--- src/core/hgp_pkg.sv ---
// Shared constants, modes and state layout for the pad I/O logic
package hgp_pkg;

  localparam int unsigned SER_W = 4;
  localparam int unsigned DYN_TAPS = 64;
  localparam int unsigned DYN_STEP_PS = 25;
  localparam int unsigned STAT_SE_STEP_PS = 60;
  localparam logic [5:0] STAT_SE_MAX = 6'h0f;
  localparam logic [5:0] DYN_TAP_MAX = 6'h3f;
  localparam logic [5:0] DYN_TAP_INIT = 6'h00;
  localparam logic [1:0] BUF_DEPTH = 2'h2;

  // One slow clock period is four fast cycles; phases are one-hot
  typedef enum logic [3:0] {
    HGP_PH_RISE = 4'h1,
    HGP_PH_Q1 = 4'h2,
    HGP_PH_FALL = 4'h4,
    HGP_PH_Q3 = 4'h8
  } hgp_phase_e;

  typedef enum logic [1:0] {
    HGP_DIR_UNUSED = 2'h0,
    HGP_DIR_INPUT = 2'h1,
    HGP_DIR_OUTPUT = 2'h2,
    HGP_DIR_INOUT = 2'h3
  } hgp_dir_e;

  typedef enum logic [1:0] {
    HGP_IN_DIRECT = 2'h0,
    HGP_IN_REG = 2'h1,
    HGP_IN_DDR = 2'h2,
    HGP_IN_DESER = 2'h3
  } hgp_in_mode_e;

  typedef enum logic [1:0] {
    HGP_AL_NORMAL = 2'h0,
    HGP_AL_RESYNC = 2'h1,
    HGP_AL_PIPELINE = 2'h2
  } hgp_align_e;

  typedef enum logic [2:0] {
    HGP_OUT_DIRECT = 3'h0,
    HGP_OUT_REG = 3'h1,
    HGP_OUT_INV_REG = 3'h2,
    HGP_OUT_DDR = 3'h3,
    HGP_OUT_SER = 3'h4
  } hgp_out_mode_e;

  typedef enum logic [1:0] {
    HGP_CONST_NONE = 2'h0,
    HGP_CONST_ONE = 2'h1,
    HGP_CONST_ZERO = 2'h2
  } hgp_const_e;

  typedef struct packed {
    hgp_dir_e dir;
    hgp_in_mode_e in_mode;
    hgp_align_e align;
    logic rx_clk_inv;
    hgp_out_mode_e out_mode;
    logic tx_clk_inv;
    logic oe_reg;
    hgp_const_e const_out;
    logic differential;
    logic unused_pull_down;
    logic dyn_dly_en;
    logic [5:0] static_dly;
  } hgp_cfg_s;

  typedef struct packed {
    logic delay_step_enable;
    logic delay_step_direction;
    logic delay_counter_clear;
  } hgp_dly_s;

  typedef struct packed {
    hgp_phase_e ph;
    logic [3:0] rx_sh;
    logic cap_r;
    logic cap_f;
    logic [3:0] in_word;
    logic byp;
    logic [1:0][3:0] fifo;
    logic wr_ptr;
    logic rd_ptr;
    logic [1:0] cnt;
    logic ready;
    logic [3:0] tx_sh;
    logic [3:0] last_w;
    logic pad_o;
    logic oe_p;
    logic oe_n;
    logic pad_n;
    logic pu;
    logic pd;
    logic [5:0] dyn;
    logic [5:0] stat;
  } hgp_state_s;

  // Weak pull-up from reset, buffer ready, delay at its initial tap
  localparam hgp_state_s HGP_ST_RST = '{
    ph: HGP_PH_RISE, ready: 1'b1, pu: 1'b1, pad_n: 1'b1, dyn: DYN_TAP_INIT,
    default: '0};

endpackage

--- src/core/hgp_io_logic.sv ---
// Per-pin I/O logic: registers, dual-edge, serdes, delays and buffer
`timescale 1ns/1ns
module hgp_io_logic (
  input wire logic i_sys_clk,
  input wire logic i_rst_n,
  input wire hgp_pkg::hgp_cfg_s i_cfg,
  input wire logic i_pad_p,
  input wire logic [3:0] i_out_word,
  input wire logic i_out_valid,
  output logic o_out_ready,
  input wire logic i_oe,
  input wire logic i_complement_drive_enable,
  input wire hgp_pkg::hgp_dly_s i_dly,
  output logic [3:0] o_in_word,
  output logic o_alternate_input_path,
  output logic o_pad_p,
  output logic o_pad_p_oe,
  output logic o_pad_n,
  output logic o_pad_n_oe,
  output logic o_pull_up,
  output logic o_pull_down,
  output logic [5:0] o_dyn_tap,
  output logic [5:0] o_static_tap
);

  hgp_pkg::hgp_state_s st_ff;
  hgp_pkg::hgp_state_s nxt_st;
  logic rx_rise;
  logic rx_fall;
  logic tx_rise;
  logic tx_fall;
  logic push;
  logic pop;
  logic drain;
  logic dly_tick;
  logic oe_p_src;
  logic oe_n_src;
  logic [3:0] ser_w;

  // Slow clock edges as enables; inversion swaps which phase counts as rising
  assign rx_rise = st_ff.ph == (i_cfg.rx_clk_inv ? hgp_pkg::HGP_PH_FALL : hgp_pkg::HGP_PH_RISE);
  assign rx_fall = st_ff.ph == (i_cfg.rx_clk_inv ? hgp_pkg::HGP_PH_RISE : hgp_pkg::HGP_PH_FALL);
  assign tx_rise = st_ff.ph == (i_cfg.tx_clk_inv ? hgp_pkg::HGP_PH_FALL : hgp_pkg::HGP_PH_RISE);
  assign tx_fall = st_ff.ph == (i_cfg.tx_clk_inv ? hgp_pkg::HGP_PH_RISE : hgp_pkg::HGP_PH_FALL);

  always_comb begin
    nxt_st = st_ff;
    // Divider: fast rate is the system clock, slow rate one quarter of it
    unique case (st_ff.ph)
      hgp_pkg::HGP_PH_RISE: nxt_st.ph = hgp_pkg::HGP_PH_Q1;
      hgp_pkg::HGP_PH_Q1: nxt_st.ph = hgp_pkg::HGP_PH_FALL;
      hgp_pkg::HGP_PH_FALL: nxt_st.ph = hgp_pkg::HGP_PH_Q3;
      hgp_pkg::HGP_PH_Q3: nxt_st.ph = hgp_pkg::HGP_PH_RISE;
      default: nxt_st.ph = hgp_pkg::HGP_PH_RISE;
    endcase

    // Input side
    nxt_st.rx_sh = {i_pad_p, st_ff.rx_sh[3:1]};
    nxt_st.byp = i_pad_p;
    if (rx_rise) begin
      nxt_st.cap_r = i_pad_p;
    end
    if (rx_fall) begin
      nxt_st.cap_f = i_pad_p;
    end
    unique case (i_cfg.in_mode)
      hgp_pkg::HGP_IN_DIRECT: nxt_st.in_word = {3'h0, i_pad_p};
      hgp_pkg::HGP_IN_REG: begin
        if (rx_rise) begin
          nxt_st.in_word = {3'h0, i_pad_p};
        end
      end
      hgp_pkg::HGP_IN_DDR: begin
        nxt_st.in_word[3:2] = 2'h0;
        unique case (i_cfg.align)
          hgp_pkg::HGP_AL_NORMAL: begin
            if (rx_rise) begin
              nxt_st.in_word[0] = i_pad_p;
            end
            if (rx_fall) begin
              nxt_st.in_word[1] = i_pad_p;
            end
          end
          hgp_pkg::HGP_AL_RESYNC: begin
            // Falling sample waits half a slow cycle for the rising edge
            if (rx_rise) begin
              nxt_st.in_word[1:0] = {st_ff.cap_f, i_pad_p};
            end
          end
          hgp_pkg::HGP_AL_PIPELINE: begin
            // Both bits from the same slow period, one period later
            if (rx_rise) begin
              nxt_st.in_word[1:0] = {st_ff.cap_f, st_ff.cap_r};
            end
          end
          default: nxt_st.in_word[1:0] = st_ff.in_word[1:0];
        endcase
      end
      hgp_pkg::HGP_IN_DESER: begin
        // Enum makes serdes and dual-edge exclusive by construction
        if (rx_rise) begin
          nxt_st.in_word = nxt_st.rx_sh;
        end
      end
    endcase

    // Two-entry buffer; outside serializer mode it drains every cycle
    push = i_out_valid & st_ff.ready;
    drain = (i_cfg.out_mode == hgp_pkg::HGP_OUT_SER) ? tx_rise : 1'b1;
    pop = (st_ff.cnt != 2'h0) & drain;
    ser_w = pop ? st_ff.fifo[st_ff.rd_ptr] : st_ff.last_w;
    if (push) begin
      nxt_st.fifo[st_ff.wr_ptr] = i_out_word;
      nxt_st.wr_ptr = ~st_ff.wr_ptr;
    end
    if (pop) begin
      nxt_st.rd_ptr = ~st_ff.rd_ptr;
    end
    nxt_st.cnt = st_ff.cnt + {1'b0, push} - {1'b0, pop};
    nxt_st.ready = nxt_st.cnt != hgp_pkg::BUF_DEPTH;

    // Output side
    unique case (i_cfg.out_mode)
      hgp_pkg::HGP_OUT_DIRECT: nxt_st.pad_o = i_out_word[0];
      hgp_pkg::HGP_OUT_REG: begin
        if (tx_rise) begin
          nxt_st.pad_o = i_out_word[0];
        end
      end
      hgp_pkg::HGP_OUT_INV_REG: begin
        if (tx_rise) begin
          nxt_st.pad_o = ~i_out_word[0];
        end
      end
      hgp_pkg::HGP_OUT_DDR: begin
        if (tx_rise) begin
          nxt_st.pad_o = i_out_word[0];
        end
        if (tx_fall) begin
          nxt_st.pad_o = i_out_word[1];
        end
      end
      hgp_pkg::HGP_OUT_SER: begin
        // Empty buffer repeats the previous word rather than glitching
        if (tx_rise) begin
          nxt_st.last_w = ser_w;
          nxt_st.pad_o = ser_w[0];
          nxt_st.tx_sh = {1'b0, ser_w[3:1]};
        end else begin
          nxt_st.pad_o = st_ff.tx_sh[0];
          nxt_st.tx_sh = {1'b0, st_ff.tx_sh[3:1]};
        end
      end
      default: nxt_st.pad_o = st_ff.pad_o;
    endcase
    if (i_cfg.const_out == hgp_pkg::HGP_CONST_ONE) begin
      nxt_st.pad_o = 1'b1;
    end else if (i_cfg.const_out == hgp_pkg::HGP_CONST_ZERO) begin
      nxt_st.pad_o = 1'b0;
    end
    nxt_st.pad_n = ~nxt_st.pad_o;

    // Output enables, registered on the slow tx edge when asked
    oe_p_src = i_oe;
    oe_n_src = i_complement_drive_enable;
    if (i_cfg.oe_reg) begin
      oe_p_src = tx_rise ? i_oe : st_ff.oe_p;
      oe_n_src = tx_rise ? i_complement_drive_enable : st_ff.oe_n;
    end
    unique case (i_cfg.dir)
      hgp_pkg::HGP_DIR_UNUSED, hgp_pkg::HGP_DIR_INPUT: begin
        nxt_st.oe_p = 1'b0;
        nxt_st.oe_n = 1'b0;
      end
      hgp_pkg::HGP_DIR_OUTPUT: begin
        nxt_st.oe_p = 1'b1;
        nxt_st.oe_n = i_cfg.differential;
      end
      hgp_pkg::HGP_DIR_INOUT: begin
        nxt_st.oe_p = oe_p_src;
        nxt_st.oe_n = oe_n_src & i_cfg.differential;
      end
    endcase

    // Unused pins float with a weak pull
    nxt_st.pu = (i_cfg.dir == hgp_pkg::HGP_DIR_UNUSED) & ~i_cfg.unused_pull_down;
    nxt_st.pd = (i_cfg.dir == hgp_pkg::HGP_DIR_UNUSED) & i_cfg.unused_pull_down;

    // Dynamic delay, input path only; saturates at both ends
    dly_tick = (i_cfg.in_mode == hgp_pkg::HGP_IN_DIRECT) ? 1'b1 : rx_rise;
    if (i_dly.delay_counter_clear) begin
      nxt_st.dyn = hgp_pkg::DYN_TAP_INIT;
    end else if (i_cfg.dyn_dly_en & i_dly.delay_step_enable & dly_tick) begin
      if (i_dly.delay_step_direction & (st_ff.dyn != hgp_pkg::DYN_TAP_MAX)) begin
        nxt_st.dyn = st_ff.dyn + 6'h01;
      end else if (~i_dly.delay_step_direction & (st_ff.dyn != 6'h00)) begin
        nxt_st.dyn = st_ff.dyn - 6'h01;
      end
    end

    // Static delay: clamp for single-ended, off while dynamic runs on a pair
    if (i_cfg.differential) begin
      nxt_st.stat = i_cfg.dyn_dly_en ? 6'h00 : i_cfg.static_dly;
    end else if (i_cfg.static_dly > hgp_pkg::STAT_SE_MAX) begin
      nxt_st.stat = hgp_pkg::STAT_SE_MAX;
    end else begin
      nxt_st.stat = i_cfg.static_dly;
    end
  end

  always_ff @(posedge i_sys_clk or negedge i_rst_n) begin
    if (!i_rst_n) begin
      st_ff <= hgp_pkg::HGP_ST_RST;
    end else begin
      st_ff <= nxt_st;
    end
  end

  assign o_out_ready = st_ff.ready;
  assign o_in_word = st_ff.in_word;
  assign o_alternate_input_path = st_ff.byp;
  assign o_pad_p = st_ff.pad_o;
  assign o_pad_p_oe = st_ff.oe_p;
  assign o_pad_n = st_ff.pad_n;
  assign o_pad_n_oe = st_ff.oe_n;
  assign o_pull_up = st_ff.pu;
  assign o_pull_down = st_ff.pd;
  assign o_dyn_tap = st_ff.dyn;
  assign o_static_tap = st_ff.stat;

  logic ser_on;
  assign ser_on = (i_cfg.out_mode == hgp_pkg::HGP_OUT_SER) &
    (i_cfg.const_out == hgp_pkg::HGP_CONST_NONE);
endmodule

--- config.mk ---
export PLATFORM = sky130hd
export DESIGN_NAME = hgp_io_logic
export DESIGN_NICKNAME = d
export VERILOG_FILES = /design/src/core/hgp_pkg.sv /design/src/core/hgp_io_logic.sv
export SDC_FILE = /design/constraint.sdc
export NUM_CORES = 1
export LEC_CHECK = 0
export BUFFER_PORTS_ARGS = -buffer_cell sky130_fd_sc_hd__buf_2
export CORE_MARGIN = 1.5
export CORE_UTILIZATION = 52
export CTS_CLUSTER_SIZE = 24
export DETAILED_ROUTE_END_ITERATION = 8
export MAX_ROUTING_LAYER = met4
export PLACE_DENSITY_LB_ADDON = 0.2
export RECOVER_POWER = 100
export SYNTH_ARGS = -nofsm -noshare
export SYNTH_HDL_FRONTEND = slang
export SYNTH_SLANG_ARGS = --single-unit
--- constraint.sdc ---
create_clock -name i_sys_clk -period 3.1 [get_ports i_sys_clk]
set_input_delay 0.155 -clock i_sys_clk [delete_from_list [all_inputs] [get_ports i_sys_clk]]
set_output_delay 0.155 -clock i_sys_clk [all_outputs]
set_load 0.01 [all_outputs]
==> results.md, run 1 <==
• Max Transition Viols Final: 31
• CTS Buf Count: 5
• FF+latch area: 1280 µm²
• Yosys warnings: 0
• insertion delay of the later-clocked pin in the worst-skew pair: 310 ps
• number of ports placed on the die boundary: 60
• post-layout power: 1.85 mW
• buffer levels on the longest clock path: 2
• DP Area: 3090 µm²
• flip-flop and latch count after synthesis: 51
• global router's overall resource usage: 0.209
• failing checks: capacitance limit, slew limit
• area growth from synthesis to layout: 11.2%
• Synth Instances: 291
• Post-synth EDFFs: 0
• area of all placed cells without fillers: 3160 µm²
• critical setup path kind: register to register
• overall die width: 76.9 µm
• post-route fraction of the period consumed by the critical path: 0.864
• PortBufs: 59
• worst clock skew: 9.86 ps
• Max Cap Violations: 1
• vias in the first global route: 2054
• number of detailed-routing iterations run before antenna repair: 4
• Clk pin slew, worst setup/hold paths: 100 ps
• first-iteration detailed-routing DRC count: 66
• initial antenna violation count: 0
• Die Ht: 76.9 µm
• area occupied by multi-input gates: 1330 µm²
• cell at the root of the clock tree: clkbuf_8
• normalized max-slew margin: -0.122
• netlist area before placement: 2840 µm²
• Post-synth ARST share: 1.00
• Post-CTS Setup Bufs: 0
• peak fanout along the critical path: 14
• share of final-layout standard cells stronger than drive strength 1: 0.171
• HPWL reported at the end of detailed placement: 4.35 mm
• grt ovf: 0
• initial standard-cell utilization of the core: 0.549
• run status: finished, violations left
• startpoint type of the worst setup path: register
• standard cell core area: 5170 µm²
• distinct cell type count of the synthesized netlist: 48
• CTS Sinks: 51
• Post-synth top flop: dfrtp_1
• average instance area after synthesis: 9.76 µm²
• routability cong.: 0.950
• proportion of synthesized chip area in sequential cells: 0.451
• global-route wire length before repair: 9.54 mm
• final hold violation count: 0
• count of antenna-violating nets left after detailed routing: 0
• overall die area: 5910 µm²
• Residual DRC: 0
• Synth top area share: 0.414
• count of final setup violators: 0
• average routed wire per standard cell: 13.7 µm
• TNS Setup: 0 ps
• Worst Max-Slew Pin Slew: 1680 ps
• number of core rows: 26
• peak supply drop: 0.467 mV
• largest area contributor in the netlist: dfrtp_1
• Data required, critical path: 3340 ps
• maximum number of pins on one net before global-route repair: 31
• synthesized net count: 337
• endpoint type of the worst setup path: register
• final critical path time including I/O delays and setup: 2680 ps
• most area-consuming cells after synthesis: dfrtp_1 (41%), a21oi_1 (5.3%), buf_4 (4.5%)
• Min Hold Slack: 20.4 ps
• antenna diode instance count: 0
• setup repair after global routing missed its margin: false
• Fill cells: 463
• final WL: 5.61 mm
• number of vias in the routed layout: 2168
• timing-limited maximum frequency: 373 MHz
• Nets: 384
• depth of the CTS H-tree: 2
• pwr/cell area: 587 nW/µm²
• arrival time of data at the critical path endpoint: 2920 ps
• via density per instance: 5.30
• hold crit path type: input pin to register
• leak pwr: 1.48 nW
• clock tree from TritonCTS: done
[flip-flops by register name (all words and copies together) (netlist names)]
register / flops
nxt_st: 2
o_alternate_input_path: 1
o_dyn_tap: 6
o_in_word: 4
o_out_ready: 1
o_pad_n: 1
o_pad_n_oe: 1
o_pad_p: 1
o_pad_p_oe: 1
o_pull_down: 1
o_pull_up: 1
o_static_tap: 6
st_ff: 25
[cells in the mapped netlist, types with 2 or more instances]
cell type	n
a21oi_1	30
ha_1	9
o21bai_1	2
o22ai_1	2
dfrtp_1	47
o2111ai_1	2
nor4_1	2
o21ai_1	2
nor2_1	20
a21o_1	2
or4_1	3
o41ai_1	2
inv_1	17
o211ai_1	3
clkbuf_1	6
nand3_1	4
nand2b_1	6
nand2b_4	2
nand2_1	24
xor2_1	3
mux2_2	11
nand4_1	2
o21ai_0	16
and3b_1	3
dfstp_2	4
or3_1	2
mux2i_1	12
nor3_1	8
xnor2_1	8
buf_4	17
nor3b_1	3
[report_power, final]
| group | leakage [nW] | internal [mW] | total [mW] | switching, mW |
|---|---|---|---|---|
| logic | 0.798 | 0.261 | 0.533 | 0.272 |
| clock network | 0.0502 | 0.168 | 0.408 | 0.240 |
| registers | 0.627 | 0.819 | 0.912 | 0.0928 |
[cells in the final DEF, fill, tap and decap left out, drive strengths merged, types with 2 or more instances in the layout]
cell type,n
o22ai,2
nor3,8
inv,19
o211ai,3
nor3b,3
dfrtp,47
o21ai,18
o21bai,2
clkinv,2
mux2i,13
clkbuf,35
nor2,21
nand2,24
nor4,2
xnor2,8
nand2b,8
nand3,4
a21oi,30
and3b,3
dlygate4sd3,2
a21o,2
o2111ai,2
nand4,2
mux2,11
ha,9
o41ai,2
or3,2
dfstp,4
or4,3
xor2,3
or2,2
buf,32
[kinds of logic after synthesis]
kind of cell,synth area share
buffers and inverters,0.0784
DFF,0.451
AOI/OAI and AO/OA,0.135
muxes,0.0939
adders and majority gates,0.0502
and+or+nand+nor,0.157
xor gates and xnor gates,0.0339
[layout make-up]
| cell class | count | area share |
|---|---|---|
| clock buffer | 5 | 0.0218 |
| timing repair buffer | 64 | 0.0939 |
| inverter | 18 | 0.0214 |
| clock inverter | 3 | 0.00911 |
| sequential | 51 | 0.406 |
| multi-input combinational | 198 | 0.420 |
| tap | 70 | 0.0277 |
[per-layer routing]
metal	global-route usage	routed length (µm)	part of all wire	vias up
li1	-	-	-	1094
met1	0.265	2640	0.47	1021
met2	0.341	2680	0.48	45
met3	0.0417	224	0.040	8
met4	0.0593	65	0.012	0
met5	-	0	0	-
[worst paths after layout]
path | startpoint | cells after the start | slack [ps] | end
worst min-delay path | i_cfg[21] | 2 | 20 | o_pull_up$_DFF_PN1_
worst min register to register | nxt_st[47]$_DFF_PN0_ | 0 | 390 | nxt_st[46]$_DFF_PN0_
worst max register to register | st_ff[50]$_DFF_PN1_ | 10 | 420 | o_out_ready$_DFF_PN1_
max in group asynchronous | i_rst_n | 3 | 940 | o_pull_up$_DFF_PN1_
worst max-delay path | st_ff[50]$_DFF_PN1_ | 10 | 420 | o_out_ready$_DFF_PN1_
min in group asynchronous | i_rst_n | 2 | 800 | o_pad_p$_DFF_PN0_
[critical path: stages (launching register included)]
cell      delay (ps)
dfstp_1          790
and3b_1          230
o21ai_0          150
clkbuf_1         290
a21oi_1          180
ha_1             310
inv_1             30
ha_1             170
xnor2_1          180
xnor2_1          180
nand2b_1         100
[timing repair]
item                      in CTS  in global routing
hold endpoints to repair      28                  0
hold buffers                   2                  0
gates resized for setup        0                  0
[through the flow]
step | worst slack [ps] | cells | utilization
finish | 420 | 409 | 0.611
global route | 205 | 409 | 0.611
CTS | 574 | 409 | 0.620
detailed placement | 594 | 399 | 0.597
global placement | 685 | 399 | 0.597
floorplan | 840 | 291 | -
No activity file was read; power rests on OpenSTA's default activity.
==> run 2, diff against run 1 <==
--- a/config.mk
+++ b/config.mk
@@ -11,7 +11,7 @@
 export CTS_CLUSTER_SIZE = 24
 export DETAILED_ROUTE_END_ITERATION = 8
 export MAX_ROUTING_LAYER = met4
-export PLACE_DENSITY_LB_ADDON = 0.2
+export PLACE_DENSITY = 0.83
 export RECOVER_POWER = 100
 export SYNTH_ARGS = -nofsm -noshare
 export SYNTH_HDL_FRONTEND = slang
==> run 2 against run 1 <==
Net effect: count of clock-buffer cells in the layout unchanged; final area increased by 0.36%; the flow still finishes with violations (capacitance limit, slew limit); largest cell class unchanged; worst hold slack improved by 34 ps.
==> results.md, run 2 (synthesis gave the netlist of run 1 again) <==
• run status: finished, violations left
• failing checks: capacitance limit, slew limit
• peak fanout along the critical path: 6, -8
• PortBufs: 59, unchanged
• area growth from synthesis to layout: 11.6%
• final critical path time including I/O delays and setup: 2650 ps, -31.7 ps
• hold crit path type: input pin to register
• pwr/cell area: 604 nW/µm², +3.0%
• number of cells on the worst hold path: 2, unchanged
• final WL: 5.71 mm, +1.8%
• worst clock skew: 2.05 ps, -7.81 ps
• Residual DRC: 0, unchanged
• Fill cells: 457, -1.3%
• Clk pin slew, worst setup/hold paths: 90 ps, about the same
• maximum number of pins on one net before global-route repair: 33, +6.5%
• insertion delay of the later-clocked pin in the worst-skew pair: 300 ps, about the same
• number of flip-flops under the largest register name: 25, unchanged
• number of cells on the worst reg-to-reg path: 9, -1
• number of detailed-routing iterations run before antenna repair: 4, unchanged
• Data required, critical path: 3330 ps, about the same
• number of ports placed on the die boundary: 60, unchanged
• Worst Max-Slew Pin Slew: 1730 ps, +50.0 ps
• post-route fraction of the period consumed by the critical path: 0.854, -0.0102
• overall die area: 5910 µm², unchanged
• destination of the worst register-to-register timing path: o_dyn_tap[5]$_DFFE_PN0P_
• average routed wire per standard cell: 14.0 µm, +2.0%
• Die Ht: 76.9 µm, unchanged
• grt ovf: 0, unchanged
• global router's overall resource usage: 0.214, +0.00479
• antenna diode instance count: 0, unchanged
• post-layout power: 1.91 mW, +3.3%
• initial standard-cell utilization of the core: 0.549, unchanged
• first-iteration detailed-routing DRC count: 147, +120%
• peak supply drop: 0.498 mV, +6.7%
• HPWL reported at the end of detailed placement: 4.27 mm, -1.8%
• CP top delay family: compound AO/OA/AOI/OAI gates
• setup repair after global routing missed its margin: false
• CTS Buf Count: 5, unchanged
• Top reg by flops: st_ff
• start point of the worst hold path: i_cfg[22]
• Max Cap Violations: 1, unchanged
• timing-limited maximum frequency: 378 MHz, +1.2%
• CTS Sinks: 51, unchanged
• leak pwr: 1.48 nW, +0.55%
• count of final setup violators: 0, unchanged
• count of antenna-violating nets left after detailed routing: 0, unchanged
• global-route wire length before repair: 9.83 mm, +3.1%
• endpoint type of the worst setup path: register
• TNS Setup: 0 ps, unchanged
• delay of the slowest cell on the worst path: 550 ps, -240 ps
• critical setup path kind: register to register
• startpoint type of the worst setup path: register
• cell at the root of the clock tree: clkbuf_8
• overall die width: 76.9 µm, unchanged
• Slowest cell on crit path: o21ai_0
• most repeated library cell on the critical path: a21oi_1
• normalized max-slew margin: -0.155, -0.0333
• end point of the worst hold path: o_pull_up$_DFF_PN1_
• Nets: 383, -0.26%
• Bufs and invs on worst path: 0, -2
• most common cell after layout, fill and taps aside: dfrtp_1
• vias in the first global route: 2122, +3.3%
• buffer levels on the longest clock path: 2, unchanged
• arrival time of data at the critical path endpoint: 2880 ps, -40 ps
• register-to-register setup slack: 450 ps, +30 ps
• R2R Path Start: o_dyn_tap[1]$_DFFE_PN0P_
• via density per instance: 5.40, +2.0%
• number of gates given a new drive strength after cts: 0, unchanged
• series of cell instances along the critical path: nand4_1, o21ai_0, ha_1, a211oi_1, o21bai_1, a21oi_1, xnor2_1, or3_1, a21oi_1
• Max Transition Viols Final: 33, +6.5%
• number of core rows: 26, unchanged
• routability cong.: 0.900, -5.3%
• initial antenna violation count: 0, unchanged
• depth of the CTS H-tree: 2, unchanged
• clock tree from TritonCTS: done
• share of final-layout standard cells stronger than drive strength 1: 0.175, +0.00346
• number of vias in the routed layout: 2205, +1.7%
• most frequent cells in the layout: dfrtp_1 (47), buf_2 (31), a21oi_1 (30)
• final hold violation count: 0, unchanged
• standard cell core area: 5170 µm², unchanged
-- run 2: cell types whose count changed in the layout (fill, tap and decap cells not counted), sizes merged --
cell    before  now
clkbuf      35   34
bufinv       0    1
inv         19   18
-- run 2: how the worst max path moves through the flow --
| stage | cells past startpoint | to | start | slack [ps] |
|---|---|---|---|---|
| 2_1_floorplan | 9 | o_dyn_tap[5]$_DFFE_PN0P_ | o_dyn_tap[0]$_DFFE_PN0P_ | 840 |
| 3_3_place_gp | 9 | o_dyn_tap[5]$_DFFE_PN0P_ | o_dyn_tap[3]$_DFFE_PN0P_ | 620 |
| 3_5_place_dp | 9 | o_dyn_tap[5]$_DFFE_PN0P_ | o_dyn_tap[0]$_DFFE_PN0P_ | 550 |
| 4_1_cts | 9 | o_dyn_tap[5]$_DFFE_PN0P_ | o_dyn_tap[1]$_DFFE_PN0P_ | 500 |
| 5_1_grt | 9 | o_out_ready$_DFF_PN1_ | st_ff[50]$_DFF_PN1_ | 270 |
| 6_report | 9 | o_dyn_tap[5]$_DFFE_PN0P_ | o_dyn_tap[1]$_DFFE_PN0P_ | 450 |
-- run 2: final cells by class --
type	count	area, µm²	share of cell area
clock buffers	5	68.8	0.0217
multi-input cells	198	1330	0.419
repair buffers	63	293	0.0924
well taps	70	87.6	0.0276
clock inverters	3	43.8	0.0138
flip-flops and latches	51	1280	0.404
inverters	18	67.6	0.0213
-- run 2: timing repair --
item / CTS / global route
buffers inserted: 0 / 0
endpoints found under the hold margin: 29 / 0
endpoints found under the setup margin: 0 / 0
hold buffers: 2 / 0
-- run 2: power by group --
group,internal (mW),switching [mW]
sequential,0.820,0.0952
combinational,0.261,0.270
clock,0.241,0.228
-- run 2: through the flow --
stage,setup slack (ps),cells,cell area (µm²),utilization,hold WS (ps)
6_report,452,408,3170,0.613,54.3
3_5_place_dp,545,398,3080,0.596,246
2_1_floorplan,840,291,2840,-,-141
4_1_cts,497,408,3210,0.621,42.2
5_1_grt,266,408,3170,0.613,37.2
3_3_place_gp,618,398,3080,0.596,238
-- run 2: per-layer routing --
layer / global-route usage / share of wire
met1: 0.274 / 0.46
met2: 0.347 / 0.49
met3: 0.0321 / 0.037
met5: - / 0
met4: 0.0722 / 0.011
